`src/design/dsp_decode_defines.vh`:
```
/*
 Constants for the DSP instruction decoder: opcode patterns, field positions,
 register indices and reset values. Included by the decoder files only.
*/
`ifndef DSP_DECODE_DEFINES_VH
`define DSP_DECODE_DEFINES_VH

// Opcode class patterns on the first fetched half.
`define DD_TOP_MSB        15
`define DD_TOP_LSB        10
`define DD_TOP_CODE       6'h3c
`define SD_TOP_CODE       6'h3d
`define OP32_TOP_MSB      15
`define OP32_TOP_LSB      11
`define OP32_TOP_CODE     5'h1f
`define GRP_MSB           15
`define GRP_LSB           8
`define GRP_EXT_LOOP      8'h8c
`define GRP_LEGACY_LOOP   8'h8d
`define GRP_HEAD_LOAD     8'h8e
`define GRP_TAIL_LOAD     8'h8f
`define GRP_MOD_LOAD      8'h4e
`define GRP_SYSREG        8'h4f

// Field positions.
`define FIELD_A_MSB       9
`define FIELD_X_MSB       9
`define FIELD_X_LSB       5
`define FIELD_Y_MSB       4
`define FIELD_Y_LSB       0
`define ALU_MSB           15
`define ALU_LSB           8
`define MUL_MSB           7
`define MUL_LSB           0
`define IMM_MSB           7
`define SYSREG_DIR_BIT    7
`define SYSREG_IDX_MSB    3
`define MOD_SEL_BIT       0

// System register indices of the DSP unit.
`define SREG_XY_PTR       4'h0
`define SREG_MOD_START    4'h1
`define SREG_MOD_END      4'h2
`define SREG_LOOP_HEAD    4'h3
`define SREG_LOOP_TAIL    4'h4
`define SREG_LOOP_FLAGS   4'h5

// Reset values and steps.
`define RESET_PC          32'ha000_0000
`define HALF_STEP         32'h0000_0002
`define XY_STEP           16'h0002
`define XY_PTR_RESET      16'h0000
`define MOD_RESET         16'h0000

// Loop state flag encodings.
`define LOOP_NONE         2'h0
`define LOOP_ONE          2'h1
`define LOOP_TWO          2'h2
`define LOOP_MANY         2'h3

`endif

```
`src/design/loop_state_unit.v`:
```
/*
 Repeat loop state: loop state flags, loop head and tail pointers and count.
 Assumes the decoder presents one load pulse at a time with its operands.
*/
`timescale 1ns/1ps
`include "dsp_decode_defines.vh"

module loop_state_unit #(
   parameter CW = 8
) (
   input  wire          mclk_i,
   input  wire          rst_n_i,
   input  wire          ext_load_i,
   input  wire          legacy_load_i,
   input  wire          head_load_i,
   input  wire          tail_load_i,
   input  wire [CW-1:0] count_i,
   input  wire [31:0]   target_i,
   input  wire [31:0]   next_pc_i,
   output reg  [1:0]    flags_o,
   output reg  [31:0]   head_o,
   output reg  [31:0]   tail_o,
   output reg  [CW-1:0] count_o
);

   reg [1:0] next_flags;

   // Flags follow the loaded count.
   always @* begin
      if (count_i == {CW{1'b0}}) begin
         next_flags = `LOOP_NONE;
      end else if (count_i == {{(CW-1){1'b0}}, 1'b1}) begin
         next_flags = `LOOP_ONE;
      end else if (count_i == {{(CW-2){1'b0}}, 2'h2}) begin
         next_flags = `LOOP_TWO;
      end else begin
         next_flags = `LOOP_MANY;
      end
   end

   always @(posedge mclk_i) begin
      if (!rst_n_i) begin
         flags_o <= `LOOP_NONE;
         head_o  <= 32'h0000_0000;
         tail_o  <= 32'h0000_0000;
         count_o <= {CW{1'b0}};
      end else begin
         if (ext_load_i || legacy_load_i) begin
            flags_o <= next_flags;
            count_o <= count_i;
         end
         // The legacy load runs through the extended load path and loops the next instruction.
         if (legacy_load_i) begin
            head_o <= next_pc_i;
            tail_o <= next_pc_i;
         end else begin
            if (head_load_i) begin
               head_o <= target_i;
            end
            if (tail_load_i) begin
               tail_o <= target_i;
            end
         end
      end
   end

endmodule // loop_state_unit

```
`src/design/dsp_instruction_decode.v`:
```
/*
 DSP extension instruction decoder: fetches 16-bit halves, classifies them,
 pairs 32-bit operation codes and drives the DSP datapath and X/Y memory.
 Assumes the fetch path answers a held request with one valid half per cycle.
*/
`timescale 1ns/1ps
`include "dsp_decode_defines.vh"

module dsp_instruction_decode #(
   parameter CW = 8
) (
   input  wire          mclk_i,
   input  wire          rst_n_i,
   input  wire          dsp_enable_i,
   input  wire          redirect_i,
   input  wire [31:0]   redirect_addr_i,
   input  wire [31:0]   cpu_operand_i,
   output wire          fetch_req_o,
   output reg  [31:0]   fetch_addr_o,
   input  wire          fetch_valid_i,
   input  wire [15:0]   fetch_data_i,
   output reg           cpu_instr_valid_o,
   output reg  [15:0]   cpu_instr_o,
   output reg           illegal_o,
   output reg           xy_xfer_o,
   output reg  [9:0]    xy_field_o,
   output reg  [15:0]   xy_addr_o,
   output reg           sd_xfer_o,
   output reg  [9:0]    sd_field_o,
   output reg           alu_valid_o,
   output reg  [7:0]    alu_code_o,
   output reg           mul_valid_o,
   output reg  [7:0]    mul_code_o,
   output reg  [2:0]    par_count_o,
   output reg           sysreg_wr_o,
   output reg           sysreg_rd_o,
   output reg  [3:0]    sysreg_idx_o,
   output reg  [31:0]   sysreg_rdata_o,
   output wire [1:0]    loop_state_flags_o,
   output wire [31:0]   loop_head_pointer_o,
   output wire [31:0]   loop_tail_pointer_o,
   output wire [CW-1:0] loop_count_o
);

   localparam ST_FIRST  = 1'b0;
   localparam ST_SECOND = 1'b1;

   reg          state;
   reg  [15:0]  first_half;
   reg  [15:0]  xy_ptr;
   reg  [15:0]  mod_start;
   reg  [15:0]  mod_end;
   reg          ext_load;
   reg          legacy_load;
   reg          head_load;
   reg          tail_load;
   reg  [CW-1:0] load_count;
   reg  [31:0]  load_target;
   reg  [31:0]  load_next_pc;

   wire         take;
   wire [15:0]  ins;
   wire [7:0]   grp;
   wire         is_dd;
   wire         is_sd;
   wire         is_op32;
   wire         is_dsp_only;
   wire [9:0]   field_a;
   wire         x_act;
   wire         y_act;
   wire [15:0]  xy_next;
   wire [2:0]   xfer_cnt;
   wire [31:0]  next_pc;

   assign fetch_req_o = 1'b1;
   assign take        = fetch_valid_i && !redirect_i;
   assign ins         = (state == ST_SECOND) ? first_half : fetch_data_i;
   assign grp         = ins[`GRP_MSB:`GRP_LSB];
   assign is_dd       = ins[`DD_TOP_MSB:`DD_TOP_LSB] == `DD_TOP_CODE;
   assign is_sd       = ins[`DD_TOP_MSB:`DD_TOP_LSB] == `SD_TOP_CODE;
   assign is_op32     = ins[`OP32_TOP_MSB:`OP32_TOP_LSB] == `OP32_TOP_CODE;
   assign is_dsp_only = is_dd || is_sd || is_op32 || (grp == `GRP_EXT_LOOP) ||
                        (grp == `GRP_LEGACY_LOOP) || (grp == `GRP_HEAD_LOAD) ||
                        (grp == `GRP_TAIL_LOAD) || (grp == `GRP_MOD_LOAD) ||
                        (grp == `GRP_SYSREG);
   assign field_a     = ins[`FIELD_A_MSB:0];
   assign x_act       = field_a[`FIELD_X_MSB:`FIELD_X_LSB] != 5'h00;
   assign y_act       = field_a[`FIELD_Y_MSB:`FIELD_Y_LSB] != 5'h00;
   assign xfer_cnt    = {2'b00, x_act} + {2'b00, y_act};
   assign next_pc     = fetch_addr_o + `HALF_STEP;
   // Post-increment wraps from the buffer end back to its start.
   assign xy_next     = ((mod_start != mod_end) && (xy_ptr == mod_end)) ?
                        mod_start : xy_ptr + `XY_STEP;

   // Fetch sequencing: a 32-bit code is the half at 2n then the half at 2n + 2.
   always @(posedge mclk_i) begin
      if (!rst_n_i) begin
         state        <= ST_FIRST;
         first_half   <= 16'h0000;
         fetch_addr_o <= `RESET_PC;
      end else if (redirect_i) begin
         state        <= ST_FIRST;
         fetch_addr_o <= redirect_addr_i;
      end else if (take) begin
         fetch_addr_o <= next_pc;
         case (state)
            ST_FIRST: begin
               // A long first half pairs only while the extension is enabled.
               first_half <= fetch_data_i;
               if (is_op32 && dsp_enable_i) begin
                  state <= ST_SECOND;
               end
            end
            ST_SECOND: begin
               state <= ST_FIRST;
            end
            default: begin
               state <= ST_FIRST;
            end
         endcase
      end
   end

   // Issue stage: one registered pulse set per completed instruction.
   always @(posedge mclk_i) begin
      if (!rst_n_i) begin
         cpu_instr_valid_o <= 1'b0;
         cpu_instr_o       <= 16'h0000;
         illegal_o         <= 1'b0;
         xy_xfer_o         <= 1'b0;
         xy_field_o        <= 10'h000;
         xy_addr_o         <= `XY_PTR_RESET;
         sd_xfer_o         <= 1'b0;
         sd_field_o        <= 10'h000;
         alu_valid_o       <= 1'b0;
         alu_code_o        <= 8'h00;
         mul_valid_o       <= 1'b0;
         mul_code_o        <= 8'h00;
         par_count_o       <= 3'h0;
         sysreg_wr_o       <= 1'b0;
         sysreg_rd_o       <= 1'b0;
         sysreg_idx_o      <= 4'h0;
         sysreg_rdata_o    <= 32'h0000_0000;
         xy_ptr            <= `XY_PTR_RESET;
         mod_start         <= `MOD_RESET;
         mod_end           <= `MOD_RESET;
         ext_load          <= 1'b0;
         legacy_load       <= 1'b0;
         head_load         <= 1'b0;
         tail_load         <= 1'b0;
         load_count        <= {CW{1'b0}};
         load_target       <= 32'h0000_0000;
         load_next_pc      <= 32'h0000_0000;
      end else begin
         cpu_instr_valid_o <= 1'b0;
         illegal_o         <= 1'b0;
         xy_xfer_o         <= 1'b0;
         sd_xfer_o         <= 1'b0;
         alu_valid_o       <= 1'b0;
         mul_valid_o       <= 1'b0;
         sysreg_wr_o       <= 1'b0;
         sysreg_rd_o       <= 1'b0;
         ext_load          <= 1'b0;
         legacy_load       <= 1'b0;
         head_load         <= 1'b0;
         tail_load         <= 1'b0;
         if (take && (state == ST_SECOND)) begin
            // Field A transfers and field B arithmetic issue together.
            alu_code_o  <= fetch_data_i[`ALU_MSB:`ALU_LSB];
            mul_code_o  <= fetch_data_i[`MUL_MSB:`MUL_LSB];
            alu_valid_o <= fetch_data_i[`ALU_MSB:`ALU_LSB] != 8'h00;
            mul_valid_o <= fetch_data_i[`MUL_MSB:`MUL_LSB] != 8'h00;
            par_count_o <= xfer_cnt + {2'b00, fetch_data_i[`ALU_MSB:`ALU_LSB] != 8'h00}
                           + {2'b00, fetch_data_i[`MUL_MSB:`MUL_LSB] != 8'h00};
            xy_field_o  <= field_a;
            if (x_act || y_act) begin
               xy_xfer_o <= 1'b1;
               xy_addr_o <= xy_ptr;
               xy_ptr    <= xy_next;
            end
         end else if (take && (state == ST_FIRST)) begin
            if (is_dsp_only && !dsp_enable_i) begin
               illegal_o <= 1'b1;
            end else if (is_op32) begin
               par_count_o <= 3'h0;
            end else if (is_dd) begin
               xy_xfer_o   <= 1'b1;
               xy_field_o  <= field_a;
               xy_addr_o   <= xy_ptr;
               xy_ptr      <= xy_next;
               par_count_o <= xfer_cnt;
            end else if (is_sd) begin
               sd_xfer_o   <= 1'b1;
               sd_field_o  <= field_a;
               par_count_o <= 3'h1;
            end else if (grp == `GRP_EXT_LOOP) begin
               ext_load   <= 1'b1;
               load_count <= ins[CW-1:0];
            end else if (grp == `GRP_LEGACY_LOOP) begin
               legacy_load  <= 1'b1;
               load_count   <= ins[CW-1:0];
               load_next_pc <= next_pc;
            end else if (grp == `GRP_HEAD_LOAD) begin
               head_load   <= 1'b1;
               load_target <= next_pc + {{23{ins[`IMM_MSB]}}, ins[`IMM_MSB:0], 1'b0};
            end else if (grp == `GRP_TAIL_LOAD) begin
               tail_load   <= 1'b1;
               load_target <= next_pc + {{23{ins[`IMM_MSB]}}, ins[`IMM_MSB:0], 1'b0};
            end else if (grp == `GRP_MOD_LOAD) begin
               if (ins[`MOD_SEL_BIT]) begin
                  mod_end <= cpu_operand_i[15:0];
               end else begin
                  mod_start <= cpu_operand_i[15:0];
               end
            end else if (grp == `GRP_SYSREG) begin
               // Only the pointer and the modulo bounds take writes; others just strobe.
               sysreg_idx_o <= ins[`SYSREG_IDX_MSB:0];
               if (ins[`SYSREG_DIR_BIT]) begin
                  sysreg_wr_o <= 1'b1;
                  case (ins[`SYSREG_IDX_MSB:0])
                     `SREG_XY_PTR: begin
                        xy_ptr <= cpu_operand_i[15:0];
                     end
                     `SREG_MOD_START: begin
                        mod_start <= cpu_operand_i[15:0];
                     end
                     `SREG_MOD_END: begin
                        mod_end <= cpu_operand_i[15:0];
                     end
                     default: begin
                        sysreg_wr_o <= 1'b1;
                     end
                  endcase
               end else begin
                  sysreg_rd_o <= 1'b1;
                  case (ins[`SYSREG_IDX_MSB:0])
                     `SREG_XY_PTR: begin
                        sysreg_rdata_o <= {16'h0000, xy_ptr};
                     end
                     `SREG_MOD_START: begin
                        sysreg_rdata_o <= {16'h0000, mod_start};
                     end
                     `SREG_MOD_END: begin
                        sysreg_rdata_o <= {16'h0000, mod_end};
                     end
                     `SREG_LOOP_HEAD: begin
                        sysreg_rdata_o <= loop_head_pointer_o;
                     end
                     `SREG_LOOP_TAIL: begin
                        sysreg_rdata_o <= loop_tail_pointer_o;
                     end
                     `SREG_LOOP_FLAGS: begin
                        sysreg_rdata_o <= {30'h0000_0000, loop_state_flags_o};
                     end
                     default: begin
                        sysreg_rdata_o <= 32'h0000_0000;
                     end
                  endcase
               end
            end else begin
               cpu_instr_valid_o <= 1'b1;
               cpu_instr_o       <= fetch_data_i;
            end
         end
      end
   end

   // Both loop load forms share one state path inside the loop unit.
   loop_state_unit #(
      .CW (CW)
   ) u_loop (
      .mclk_i        (mclk_i),
      .rst_n_i       (rst_n_i),
      .ext_load_i    (ext_load),
      .legacy_load_i (legacy_load),
      .head_load_i   (head_load),
      .tail_load_i   (tail_load),
      .count_i       (load_count),
      .target_i      (load_target),
      .next_pc_i     (load_next_pc),
      .flags_o       (loop_state_flags_o),
      .head_o        (loop_head_pointer_o),
      .tail_o        (loop_tail_pointer_o),
      .count_o       (loop_count_o)
   );

endmodule // dsp_instruction_decode

```
`config.mk`:
```
export PLATFORM = sky130hd
export DESIGN_NAME = dsp_instruction_decode
export DESIGN_NICKNAME = d
export VERILOG_FILES = /design/src/design/loop_state_unit.v /design/src/design/dsp_instruction_decode.v
export VERILOG_INCLUDE_DIRS = /design/src /design/src/design
export SDC_FILE = /design/constraint.sdc
export NUM_CORES = 1
export LEC_CHECK = 0
export BUFFER_PORTS_ARGS = -buffer_cell sky130_fd_sc_hd__buf_2
export CAP_MARGIN = 20
export CORE_MARGIN = 2
export CORE_UTILIZATION = 55
export CTS_CLUSTER_DIAMETER = 40
export CTS_CLUSTER_SIZE = 20
export DETAILED_ROUTE_END_ITERATION = 8
export PLACE_DENSITY = 0.82
export SLEW_MARGIN = 20
export SYNTH_ARGS = -nofsm -noshare
export SYNTH_HDL_FRONTEND = slang
export SYNTH_SLANG_ARGS = --single-unit
```
`constraint.sdc`:
```
create_clock -name mclk_i -period 10.71 [get_ports mclk_i]
set_clock_uncertainty 0.15 [all_clocks]
set_input_delay 0 -clock mclk_i [delete_from_list [all_inputs] [get_ports mclk_i]]
set_output_delay 0 -clock mclk_i [all_outputs]
set_load 0.01 [all_outputs]
```
# Word level (Yosys, flattened, before mapping)
# Cells that the tools add are included.
# totals
register_bits,362
latch_bits,0
ramBits,0
rom_bits,0
inputBits,85
elab_cells,223
memories,0
# classes
add_sub_neg,6
mul,0
n_div,0
magnitude_cmp,0
eq_ne,29
shifts,0
n_mux,75
bitwise_logic,16
reduce_logical,63
# op_table
op,count
16-bit 2-to-1 mux,33
32-bit 2-to-1 mux,8
32-bit case mux with 6 select lines,1
10-bit 2-to-1 mux,5
"32-bit by 2-bit adder with 32-bit output, second input constant",1
32-bit adder,1
"8-bit == test, second input constant",4
14-bit AND reduction,2
13-bit AND reduction,2
12-bit AND reduction,2
2-bit nonzero test,11
3-bit 2-to-1 mux,6
1-bit 2-to-1 mux,17
"16-bit by 2-bit adder with 16-bit output, second input constant",1
16-bit == test,1
"8-bit by 7-bit == test with 1-bit output, second input constant",2
8-bit 2-to-1 mux,2
16-bit != test,1
1-bit inverter,16
8-bit nonzero test,2
"3-bit by 2-bit != test with 1-bit output, second input constant",5
13-bit OR reduction,1
"6-bit == test, second input constant",2
12-bit OR reduction,1
37 further kinds,62

# Logic depth before layout (Yosys ltp)
# Gate-level depths: netlist of the first run.
# depth
depth_word,16
mapped_depth,16
mapped_depth_nobuf,15

# Modules after synthesis
# A second synthesis of the first run with hierarchy kept.
# unflattened
cells_unflattened,2077
area_unflattened_um2,17922.2
# by_module_without_submodules
mod,instances,cells_each,area_each_um2,seq_area_each_um2
dsp_instruction_decode,1,1780,14725.4,5765.5
loop_state_unit,1,297,3196.8,1481.4

# Worst setup path before layout of the first run
# OpenSTA, ideal clock, no wires.
# synth_timing
path_type,register to register
start,register state
end,register load_target[28]
arrival_time_ns,3.581
setup_slack_ns,6.863
path_stages_with_launch,15
path_buffers,3
cell_sequence,dfxtp_1 > buf_2 > buf_6 > mux2i_1 > inv_1 > ha_1 > clkbuf_1 > nand4_1 > nor4_1 > nor2_1 > a211o_1 > a211oi_1 > o21ai_0 > mux2i_1 > a31o_2
# synth_via
word_cells_on_any_way,34
# synth_rtl
element,line_no,text
"start, declared",dsp_instruction_decode.v:48,reg state;
"start signal, assigned",dsp_instruction_decode.v:98,state <= ST_FIRST;
"start signal, assigned",dsp_instruction_decode.v:102,state <= ST_FIRST;
"start signal, assigned",dsp_instruction_decode.v:111,state <= ST_SECOND;
16-bit 2-to-1 mux *,n/a,
named net ins[7],dsp_instruction_decode.v:62,wire [15:0] ins;
32-bit adder *,"dsp_instruction_decode.v:205, dsp_instruction_decode.v:208",
32-bit 2-to-1 mux,dsp_instruction_decode.v:206,end else if (grp == `GRP_TAIL_LOAD) begin
32-bit 2-to-1 mux *,dsp_instruction_decode.v:203,end else if (grp == `GRP_HEAD_LOAD) begin
"end signal, assigned",dsp_instruction_decode.v:205,"load_target <= next_pc + {{23{ins[`IMM_MSB]}}, ins[`IMM_MSB:0], 1'b0};"
"end signal, assigned",dsp_instruction_decode.v:208,"load_target <= next_pc + {{23{ins[`IMM_MSB]}}, ins[`IMM_MSB:0], 1'b0};"
"end, declared",dsp_instruction_decode.v:58,reg [31:0] load_target;
# Mark *: on every way through the listed nets, which the timed path passes. The rest lies on a longest branch. The select of a mux whose other input is x is not followed.
# A chain may end at the register's enable or synchronous reset.

# Worst setup path in the final report of the first run
# layout_timing
start,register state
end,register load_target[27]
# layout_via
elab_chain_len,13
word_cells_on_any_way,34
# layout_rtl
element
"parallel branches: the longest is 13 deep, another holds 32-bit adder"
# Several ways; the timed one is not identified. The select of a mux whose other input is x is not followed.

==> results of run 1 <==
## flip-flops by register name (all words and copies together) (netlist names), 10 cells and up
| register | flops |
|---|---|
| cpu_instr_o | 16 |
| fetch_addr_o | 32 |
| u_loop.head_o | 32 |
| xy_field_o | 10 |
| sd_field_o | 10 |
| first_half | 16 |
| xy_ptr | 16 |
| mod_end | 16 |
| load_next_pc | 32 |
| sysreg_rdata_o | 32 |
| load_target | 32 |
| u_loop.tail_o | 32 |
| xy_addr_o | 16 |
| mod_start | 16 |
## cells by family after synthesis
logic type      after synthesis
buf+inv                     183
compound gates              507
flops                       362
mux                         157
xor+xnor                    121
other cells                   1
fa+ha+maj                    37
simple gates                736
## critical path, delay by kind of cell (launching register included)
kind	cells	cell delay, ns
AO/OA/AOI/OAI	7	1.96
buffers and inverters	2	0.77
multiplexers	1	0.63
adder cells (fa/ha/maj)	1	0.47
flip-flops	1	0.31
AND/OR/NAND/NOR	1	0.16
## repair_timing
item                                   4_1_cts  5_1_grt
endpoints found under the hold margin      245        0
hold buffers                                84        0
gates resized for setup                      0        0
## where the power goes
| group | leakage (nW) | switching (mW) | total, mW | internal (mW) |
|---|---|---|---|---|
| Clock | 0.752 | 0.638 | 1.58 | 0.939 |
| Sequential | 2.93 | 0.0180 | 1.38 | 1.36 |
| Combinational | 6.08 | 0.154 | 0.265 | 0.111 |
## metal layers
metal | vias to the layer above | global-route usage [%]
met4 | 2 | 7.43
met1 | 8150 | 43.2
met3 | 72 | 4.15
li1 | 7964 | -
met5 | - | 0
met2 | 733 | 50.2
## synth_stat cells (all sizes together), types with 3 or more instances
| cell | number | area share (%) |
|---|---|---|
| a211oi | 18 | 0.75 |
| nand4b | 3 | 0.15 |
| or3 | 5 | 0.17 |
| a211o | 4 | 0.19 |
| a21boi | 95 | 3.9 |
| nand3b | 5 | 0.21 |
| nand4 | 31 | 1.1 |
| and4b | 3 | 0.17 |
| clkbuf | 111 | 2.3 |
| nor2b | 36 | 1.2 |
| o311ai | 3 | 0.15 |
| o21bai | 4 | 0.17 |
| dfxtp | 362 | 40 |
| nor4 | 11 | 0.41 |
| and2 | 49 | 1.7 |
| nand3 | 63 | 1.7 |
| o21a | 4 | 0.17 |
| a222oi | 16 | 0.88 |
| a31oi | 6 | 0.21 |
| or2 | 4 | 0.14 |
| nor4b | 3 | 0.15 |
| ha | 35 | 2.4 |
| nor3 | 21 | 0.67 |
| xor2 | 61 | 2.9 |
| nand2 | 354 | 7.4 |
| o21ai | 122 | 3.4 |
| o211a | 58 | 3.2 |
| nand2b | 9 | 0.31 |
| buf | 41 | 1.3 |
| and3 | 15 | 0.52 |
| mux2 | 4 | 0.25 |
| a21o | 20 | 0.83 |
| o211ai | 22 | 0.91 |
| a21oi | 104 | 3.0 |
| a22oi | 18 | 0.75 |
| or4 | 5 | 0.21 |
| xnor2 | 60 | 2.9 |
| inv | 31 | 0.64 |
| nor2 | 108 | 2.3 |
| and4 | 5 | 0.24 |
| mux2i | 151 | 8.5 |
## cell type report
class	count	area (µm²)
fillers	2515	10300
multi-input cells	1559	10100
flip-flops and latches	362	7250
repair buffers	395	2480
clock buffers	53	1180
well taps	442	553
clock inverters	29	399
inverters	31	116
## through the flow
step	worst slack, ns	util [%]	instances	power (mW)	instance area (µm²)
2_1_floorplan	6.86	-	2104	1.56	18100
3_3_place_gp	6.27	60.6	2704	1.63	19700
3_5_place_dp	6.22	60.6	2704	1.64	19700
4_1_cts	6.17	68.1	2870	3.22	22100
5_1_grt	5.84	68.1	2871	3.32	22100
6_report	6.13	68.1	2871	3.22	22100
## placed cells by master (no fill, tap or decap), drive strengths merged, types with 15 or more instances in the layout
| cell type | instances |
|---|---|
| o21ai | 122 |
| a211oi | 18 |
| nand3 | 63 |
| a22oi | 18 |
| nor2 | 108 |
| inv | 40 |
| dlygate4sd3 | 84 |
| nand2 | 354 |
| and3 | 15 |
| nor3 | 21 |
| nor2b | 36 |
| a21o | 20 |
| dfxtp | 362 |
| o211a | 58 |
| a21oi | 104 |
| buf | 311 |
| xnor2 | 60 |
| clkbuf | 53 |
| a21boi | 95 |
| nand4 | 31 |
| a222oi | 16 |
| mux2i | 151 |
| o211ai | 22 |
| ha | 35 |
| and2 | 49 |
| xor2 | 61 |
## how the worst max path moves through the flow
stage,slack (ns),endpoint
after floorplan,6.86,load_target[28]
after global routing,5.84,load_target[29]
final,6.13,load_target[27]
after CTS,6.17,load_target[27]
after global placement,6.27,load_target[27]
after detailed placement,6.22,load_target[27]
==> run_results.csv, run 1 <==
group,metric,value,unit
routing,drt-initial-drc-count,1773,
layout,diodes,0,
global_route,grt_start_max_net_pins,118,
timing,fin_crit,4.58,ns
routing,num_vias,16900,
routing,route.met3.wl,4.04,mm
routing,drc_errors,2,
setup_path,worst_setup_path_end_kind,"flip-flop",
timing,worst_slew_pin_slew,1.15,ns
global_route,grt_pass1_wl,84.8,mm
placed_design,portBuffers,289,
routing,dr.pass1.iters,9,
pwr,p_leak,9.76,nW
timing,hold_ws,0.142,ns
setup_path,worstReg2RegStart,"state",
layout,drive_above_1_share,17.7,%
clocking,clockBufferDepth,3,
timing,min_period_over_period,42.8,%
worst_hold_path,holdPathEnd,"first_half[5]",
yosys,synth_xor_area_share,5.85,%
clocking,post-cts-setup-buffers,0,
worst_hold_path,min_from,"fetch_data_i[5]",
timing,setup_violations,0,
worst_hold_path,holdPathStages,4,
worst_hold_path,hp-class,"in2reg",
job,maxCapViolations,0,
setup_path,critPathKind,"reg2reg",
outcome,status,"complete, but fails checks",
setup_path,cp_max_fo,28,
clocking,clk_latency,0.56,ns
yosys,avgSynthCellArea,8.61,µm²
global_route,grt_antenna_before_repair,1,
yosys,syn_nets,2226,
routing,final_antenna_net_count,0,
yosys,seq_area_frac_synth,40.0,%
timing,grt_setup_unrepaired,"false",
global_route,globalRoute.totalOverflow,0,
timing,fmax,218,MHz
yosys,ys_ff_latch,362,
yosys,synth-simple-area-share,19.1,%
layout,final_nets,2515,
setup_path,cp_cell_sequence,"buf_4, mux2i_2, inv_2, ha_1, nor2b_1, o31ai_1, a31oi_1, a221oi_2, o21ai_1, a21o_1, a211o_1, o211ai_1",
clocking,cts_sinks,362,
routing,via_per_inst,5.89,
global_route,grt_use_total,30.8,%
setup_path,cp-start-kind,"flip-flop",
setup_path,startpoint,"state",
setup_path,crit_arrival,4.89,ns
placed_design,dp_hpwl,36.8,mm
yosys,dominantRegCellSynth,"dfxtp_1",
routing,wl_per_cell,19.0,µm
pwr,power_density,146,nW/µm²
yosys,synthAdderAreaFrac,2.64,%
yosys,synth_area,18100,µm²
yosys,yosysWarnings,0,
yosys,synthMuxAreaShare,8.95,%
clocking,cts_made_buffers,44,
floorplanning,dieHeight,185,µm
outcome,violations,"design-rule violations",
placed_design,gp_congestion,0.934,
setup_path,cp.required,11.02,ns
layout,area_growth,22.1,%
timing,hold_viol,0,
timing,setup-tns-final,0,ns
routing,highest_layer,"met5",
routing,wl_met1,24.2,mm
yosys,synth_top_family_by_area,"compound AO/OA/AOI/OAI gates",
setup_path,cpPeakStageDelay,0.63,ns
floorplanning,start_util,55.8,%
routing,met2_length,25.4,mm
routing,drt_wl_total,54.7,mm
floorplanning,dieArea,34400,µm²
floorplanning,dieWidth,185,µm
clocking,clk_pin_slew,0.07,ns
pwr,ir_worst_vdd,0.114,mV
setup_path,crit_path_top_delay_cell,"mux2i_2",
yosys,synth_cell_types,79,
yosys,synth_enable_flop_cells,0,
yosys,synthCells,2104,
floorplanning,ios,307,
setup_path,timing.rr.end,"load_target[27]",
timing,maxSlewViolCount,0,
timing,max-slew-margin-rel,23.2,%
clocking,cts_root_buffer,"clkbuf_16",
setup_path,reg2reg_slack,6.13,ns
setup_path,rr_worst_depth,12,
floorplanning,core_area,32500,µm²
global_route,grt_pass1_vias,15600,
clocking,htree_levels,2,
clocking,cts_tree,"yes",
yosys,synth_compound_area_share,19.2,%
floorplanning,std_cell_rows,66,
yosys,ys_async_sr_fraction,0,%
Note: power is estimated with default switching activity, not from simulation.
==> run 2: changes to the inputs <==
ABC_AREA = 1   (was not set)
clock period = 4.58 ns   (was 10.71 ns; I/O delays follow)
==> run_results.csv, run 2 <==
group,metric,value,unit
outcome,status,"complete, no violations",
pwr,p_leak,10.9,nW
timing,maxSlewViolCount,0,
setup_path,rr_worst_depth,19,
yosys,yosys-top-cells-count,"nand2_1, nor2_1, dfxtp_1, inv_1, o21ai_0",
layout,multiInputGateArea,9630,µm²
yosys,synthCells,2797,
timing,fmax,243,MHz
global_route,grt_pass1_vias,19900,
setup_path,startpoint,"fetch_addr_o[1]",
placed_design,portBuffers,289,
timing,setup_violations,0,
layout,mostFrequentLayoutCells,"nand2_1, nor2_1, dfxtp_1",
clocking,post-cts-setup-buffers,0,
floorplanning,std_cell_rows,67,
routing,drc_errors,0,
pwr,power_density,342,nW/µm²
global_route,grt_start_max_net_pins,120,
placed_design,dp_hpwl,43.6,mm
clocking,clk_pin_slew,0.07,ns
yosys,syn_nets,2919,
clocking,clockBufferDepth,3,
pwr,power,7.92,mW
timing,setup-tns-final,0,ns
global_route,grt_use_total,37.2,%
setup_path,worstReg2RegStart,"fetch_addr_o[1]",
layout,postLayoutCoreUtil,69.6,%
layout,final_cell_area,23200,µm²
timing,hold_viol,0,
layout,final_nets,3281,
setup_path,cp.required,4.84,ns
routing,via_per_inst,5.66,
routing,drt_wl_total,66.8,mm
pwr,switching_share,25.7,%
floorplanning,ios,307,
routing,dr.pass1.iters,6,
pwr,p_comb_share,9.0,%
yosys,synth_enable_flop_cells,0,
yosys,synthTopCellsByArea,"dfxtp_1, nand2_1, nor2_1, o21ai_0, a21oi_1",
setup_path,crit_arrival,4.37,ns
yosys,yosys.area.top_type,"dfxtp_1",
timing,hold_ws,0.0976,ns
timing,min_period_over_period,89.8,%
floorplanning,core_area,33300,µm²
yosys,ys_ff_latch,362,
yosys,ys_async_sr_fraction,0,%
routing,drt-initial-drc-count,2337,
global_route,grt_pass1_wl,106,mm
routing,final_antenna_net_count,0,
routing,num_vias,20700,
clocking,htree_levels,2,
pwr,ir_worst_vdd,0.390,mV
clocking,postCtsResizedCells,0,
layout,drive_above_1_share,14.2,%
floorplanning,dieWidth,187,µm
yosys,dominantRegCellSynth,"dfxtp_1",
pwr,p_seq_share,40.8,%
placed_design,gp_congestion,1.01,
setup_path,endpoint,"load_target[31]",
pwr,pwr-share-clk,50.2,%
layout,final_common_cell,"nand2_1",
yosys,synth_top_area_share,39.2,%
layout,area_growth,25.2,%
floorplanning,start_util,55.6,%
floorplanning,dieHeight,187,µm
clocking,cts_made_buffers,48,
routing,wl_per_cell,18.3,µm
pwr,intPower,5.88,mW
global_route,globalRoute.totalOverflow,0,
job,maxCapViolations,0,
timing,fin_ws,0.466,ns
layout,fillers,2714,
timing,max-slew-margin-rel,32.4,%
pwr,power_switching,2.03,mW
clocking,clk_latency,0.59,ns
placed_design,place_ws,0.739,ns
setup_path,timing.rr.end,"load_target[31]",
clocking,cts_tree,"yes",
worst_hold_path,hp-class,"in2reg",
yosys,synth_area,18500,µm²
layout,seq_area,7250,µm²
clocking,cts_root_buffer,"clkbuf_16",
clocking,postCtsHoldBufs,132,
placed_design,dp_cells,3425,
placed_design,dpl_cell_area,20100,µm²
yosys,yosysWarnings,0,
yosys,synth.most_common_cell,"nand2_1",
global_route,grt_antenna_before_repair,1,
clocking,cts_sinks,362,
setup_path,cp_max_fo,5,
setup_path,critPathKind,"reg2reg",
setup_path,cp-start-kind,"flip-flop",
timing,grt_setup_unrepaired,"false",
layout,fin_cells,3646,
setup_path,worst_setup_path_end_kind,"flip-flop",
timing,fin_crit,4.11,ns
yosys,avgSynthCellArea,6.61,µm²
setup_path,reg2reg_slack,0.47,ns
yosys,synth_cell_types,46,
floorplanning,dieArea,35100,µm²
yosys,seq_area_frac_synth,39.2,%
timing,worst_slew_pin_slew,1.00,ns
## run 2: cell count changes after synthesis, moves of 23 or more
cell	before	now
inv_1	27	255
nand2_1	352	698
nor2_1	106	415
mux2i_1	148	0
and2_1	49	3
o211a_1	58	0
xnor2_1	60	21
a21boi_0	83	1
o21ai_1	2	25
o22ai_1	0	30
nor2b_1	36	2
o21ai_0	118	241
nand3_1	63	132
a21oi_1	102	206
## run 2: area by class of cell
class | count | share of cell area, %
flip-flops and latches | 362 | 31.3
repair buffers | 452 | 13.0
well taps | 448 | 2.42
multi-input cells | 2027 | 41.6
diodes | 2 | 0.0216
inverters | 268 | 4.35
clock buffers | 54 | 5.37
clock inverters | 33 | 1.89
## run 2: logic make-up after synthesis
group           count (synthesis)  synth area share [%]
compound gates                557                  15.9
xor+xnor                       67                  3.17
fa+ha+maj                      37                  2.59
buf+inv                       408                  8.81
flops                         362                  39.2
other cells                     1                0.0203
simple gates                 1365                  30.3
## run 2: power groups by stage
stage	clock [mW]	sequential [mW]	combinational (mW)
after global routing	4.13	3.23	0.772
after floorplan	0	3.29	0.375
final	3.98	3.23	0.711
after CTS	3.96	3.22	0.675
after detailed placement	0	3.29	0.585
after global placement	0	3.29	0.580
## run 2: per-layer routing
| metal | wire (µm) | vias to the layer above | global-route usage, % |
|---|---|---|---|
| met5 | 0 | - | 0 |
| met4 | 3580 | 0 | 18.1 |
| met3 | 6480 | 281 | 6.00 |
| met2 | 30500 | 1242 | 61.4 |
| met1 | 26200 | 9383 | 47.3 |
| li1 | - | 9745 | - |
## run 2: worst min-delay path by stage
stage | from | to | slack, ns | cells after the start
after CTS | cpu_operand_i[7] | mod_start[7] | 0.09 | 4
after floorplan | redirect_addr_i[0] | fetch_addr_o[0] | -0.02 | 2
after global placement | redirect_addr_i[0] | fetch_addr_o[0] | 0.09 | 3
final | cpu_operand_i[7] | mod_start[7] | 0.1 | 4
after global routing | cpu_operand_i[7] | mod_start[7] | 0.11 | 4
after detailed placement | redirect_addr_i[0] | fetch_addr_o[0] | 0.1 | 3
## run 2: critical path, cell delays in order (launching register included)
cell	delay, ns
dfxtp_1	0.41
ha_1	0.21
nand3_1	0.14
nor2_1	0.25
nand2_1	0.23
nor2_1	0.34
nand3_1	0.22
nor2_1	0.20
nand2_1	0.09
xor2_1	0.20
ha_1	0.39
inv_1	0.11
nor3_1	0.29
nand2_1	0.16
o21ai_0	0.25
inv_1	0.06
nand2_1	0.06
nand2_1	0.05
nand3_1	0.08
a21oi_1	0.06
==> run 3: changes to the inputs <==
CORE_ASPECT_RATIO = 1.4   (was not set)
==> run_results.csv, run 3 (synthesis gave the netlist of run 2 again) <==
group,metric,value,unit
outcome,status,"complete, no violations",
layout,fin_cells,3616,
routing,drc_errors,0,
placed_design,portBuffers,289,
worst_hold_path,hp-class,"in2reg",
setup_path,cp_max_fo,6,
timing,min_period_over_period,89.0,%
routing,dr.pass1.iters,6,
floorplanning,start_util,55.7,%
clocking,clk_latency,0.56,ns
job,maxCapViolations,0,
layout,fillers,2850,
worst_hold_path,holdPathEnd,"mod_end[2]",
floorplanning,dieHeight,221,µm
routing,via_per_inst,5.66,
setup_path,timing.rr.end,"load_target[24]",
routing,drt-initial-drc-count,2049,
global_route,globalRoute.totalOverflow,0,
placed_design,dp_cells,3416,
setup_path,critPathKind,"reg2reg",
timing,grt_setup_unrepaired,"false",
global_route,grt_use_total,35.7,%
worst_hold_path,holdPathStages,4,
timing,worst_slew_pin_slew,1.08,ns
layout,final_common_cell,"nand2_1",
clocking,postCtsResizedCells,0,
layout,area_growth,23.2,%
setup_path,worst_setup_path_end_kind,"flip-flop",
floorplanning,ios,307,
clocking,cts_made_buffers,40,
floorplanning,dieWidth,159,µm
floorplanning,core_area,33200,µm²
timing,setup-tns-final,0,ns
clocking,clk_pin_slew,0.07,ns
timing,setup_violations,0,
pwr,power_density,322,nW/µm²
routing,final_antenna_net_count,0,
routing,num_vias,20500,
setup_path,worstReg2RegStart,"fetch_addr_o[3]",
layout,multiInputGateArea,9630,µm²
layout,postLayoutCoreUtil,68.6,%
pwr,ir_worst_vdd,0.312,mV
setup_path,cp-start-kind,"flip-flop",
timing,max-slew-margin-rel,27.7,%
timing,hold_ws,0.0975,ns
setup_path,reg2reg_slack,0.50,ns
clocking,cts_sinks,362,
timing,fmax,245,MHz
global_route,grt_pass1_vias,19500,
layout,mostFrequentLayoutCells,"nand2_1, nor2_1, dfxtp_1",
floorplanning,dieArea,35100,µm²
clocking,cts_tree,"yes",
routing,wl_per_cell,18.1,µm
clocking,clockBufferDepth,3,
setup_path,rr_worst_depth,16,
setup_path,crit_arrival,4.33,ns
layout,final_nets,3263,
pwr,p_leak,10.8,nW
worst_hold_path,min_from,"cpu_operand_i[2]",
global_route,grt_pass1_wl,102,mm
floorplanning,std_cell_rows,79,
layout,diodes,0,
global_route,grt_start_max_net_pins,131,
layout,drive_above_1_share,13.7,%
placed_design,place_ws,0.761,ns
timing,fin_crit,4.08,ns
routing,drt_wl_total,65.6,mm
clocking,cts_root_buffer,"clkbuf_16",
global_route,grt_antenna_before_repair,0,
layout,seq_area,7250,µm²
timing,fin_ws,0.504,ns
placed_design,gp_congestion,0.987,
setup_path,cp.required,4.83,ns
timing,maxSlewViolCount,0,
clocking,htree_levels,2,
placed_design,dp_hpwl,44.2,mm
timing,hold_viol,0,
-- run 3: cell types whose count changed in the layout (fill, tap and decap cells not counted), sizes merged --
cell / delta
clkbuf: -8
diode: -2
bufinv: -7
buf: -6
dlygate4sd3: -4
-- run 3: worst max path at each step --
stage,start,endpoint,slack [ns],cells after the start
3_3_place_gp,fetch_addr_o[1],load_target[31],0.87,19
3_5_place_dp,fetch_addr_o[1],load_target[24],0.76,18
4_1_cts,fetch_addr_o[1],load_target[24],0.73,18
5_1_grt,fetch_addr_o[3],load_target[31],0.11,17
2_1_floorplan,fetch_addr_o[1],load_target[31],1.32,19
6_report,fetch_addr_o[3],load_target[24],0.50,16
-- run 3: where the power goes --
part           switching, mW  leakage [nW]  internal, mW
logic                  0.444          7.16         0.260
registers             0.0430          2.93          3.18
clock network           1.53         0.679          1.86
total                   2.02          10.8          5.31
-- run 3: repair_timing --
action	CTS	global route
hold buffers	128	0
endpoints found under the setup margin	0	0
setup buffers	0	0
hold endpoints to repair	209	0
-- run 3: layout make-up --
type | count | area share [%]
well taps | 445 | 2.45
multi-input cells | 2027 | 42.3
flip-flops and latches | 362 | 31.8
inverters | 268 | 4.42
clock inverters | 26 | 1.35
repair buffers | 442 | 12.8
clock buffers | 46 | 4.81
-- run 3: worst max-delay path, cell delays in order, from the launching register on --
cell,delay [ns]
dfxtp_1,0.42
nand3_1,0.28
nor2_1,0.33
nand2_1,0.16
nor2_1,0.18
nand4_1,0.23
nor3_1,0.36
nor2_1,0.17
ha_1,0.41
nand2_1,0.13
nor2_1,0.27
nand4_1,0.13
or2_2,0.33
nand3_1,0.07
nand2_1,0.05
nand3_1,0.16
a21oi_1,0.08
-- run 3: per-layer routing --
| layer | vias up | wire (µm) | GRT usage (%) |
|---|---|---|---|
| met5 | - | 0 | 0 |
| met4 | 0 | 5010 | 24.0 |
| met3 | 316 | 5100 | 5.49 |
| met2 | 1072 | 30900 | 61.7 |
| met1 | 9385 | 24600 | 40.8 |
| li1 | 9710 | - | - |
-- run 3: per-stage QoR --
stage / area, µm² / total power [mW]
2_1_floorplan: 18500 / 3.67
3_3_place_gp: 20100 / 3.86
3_5_place_dp: 20100 / 3.87
4_1_cts: 22800 / 7.29
5_1_grt: 22800 / 7.52
6_report: 22800 / 7.32
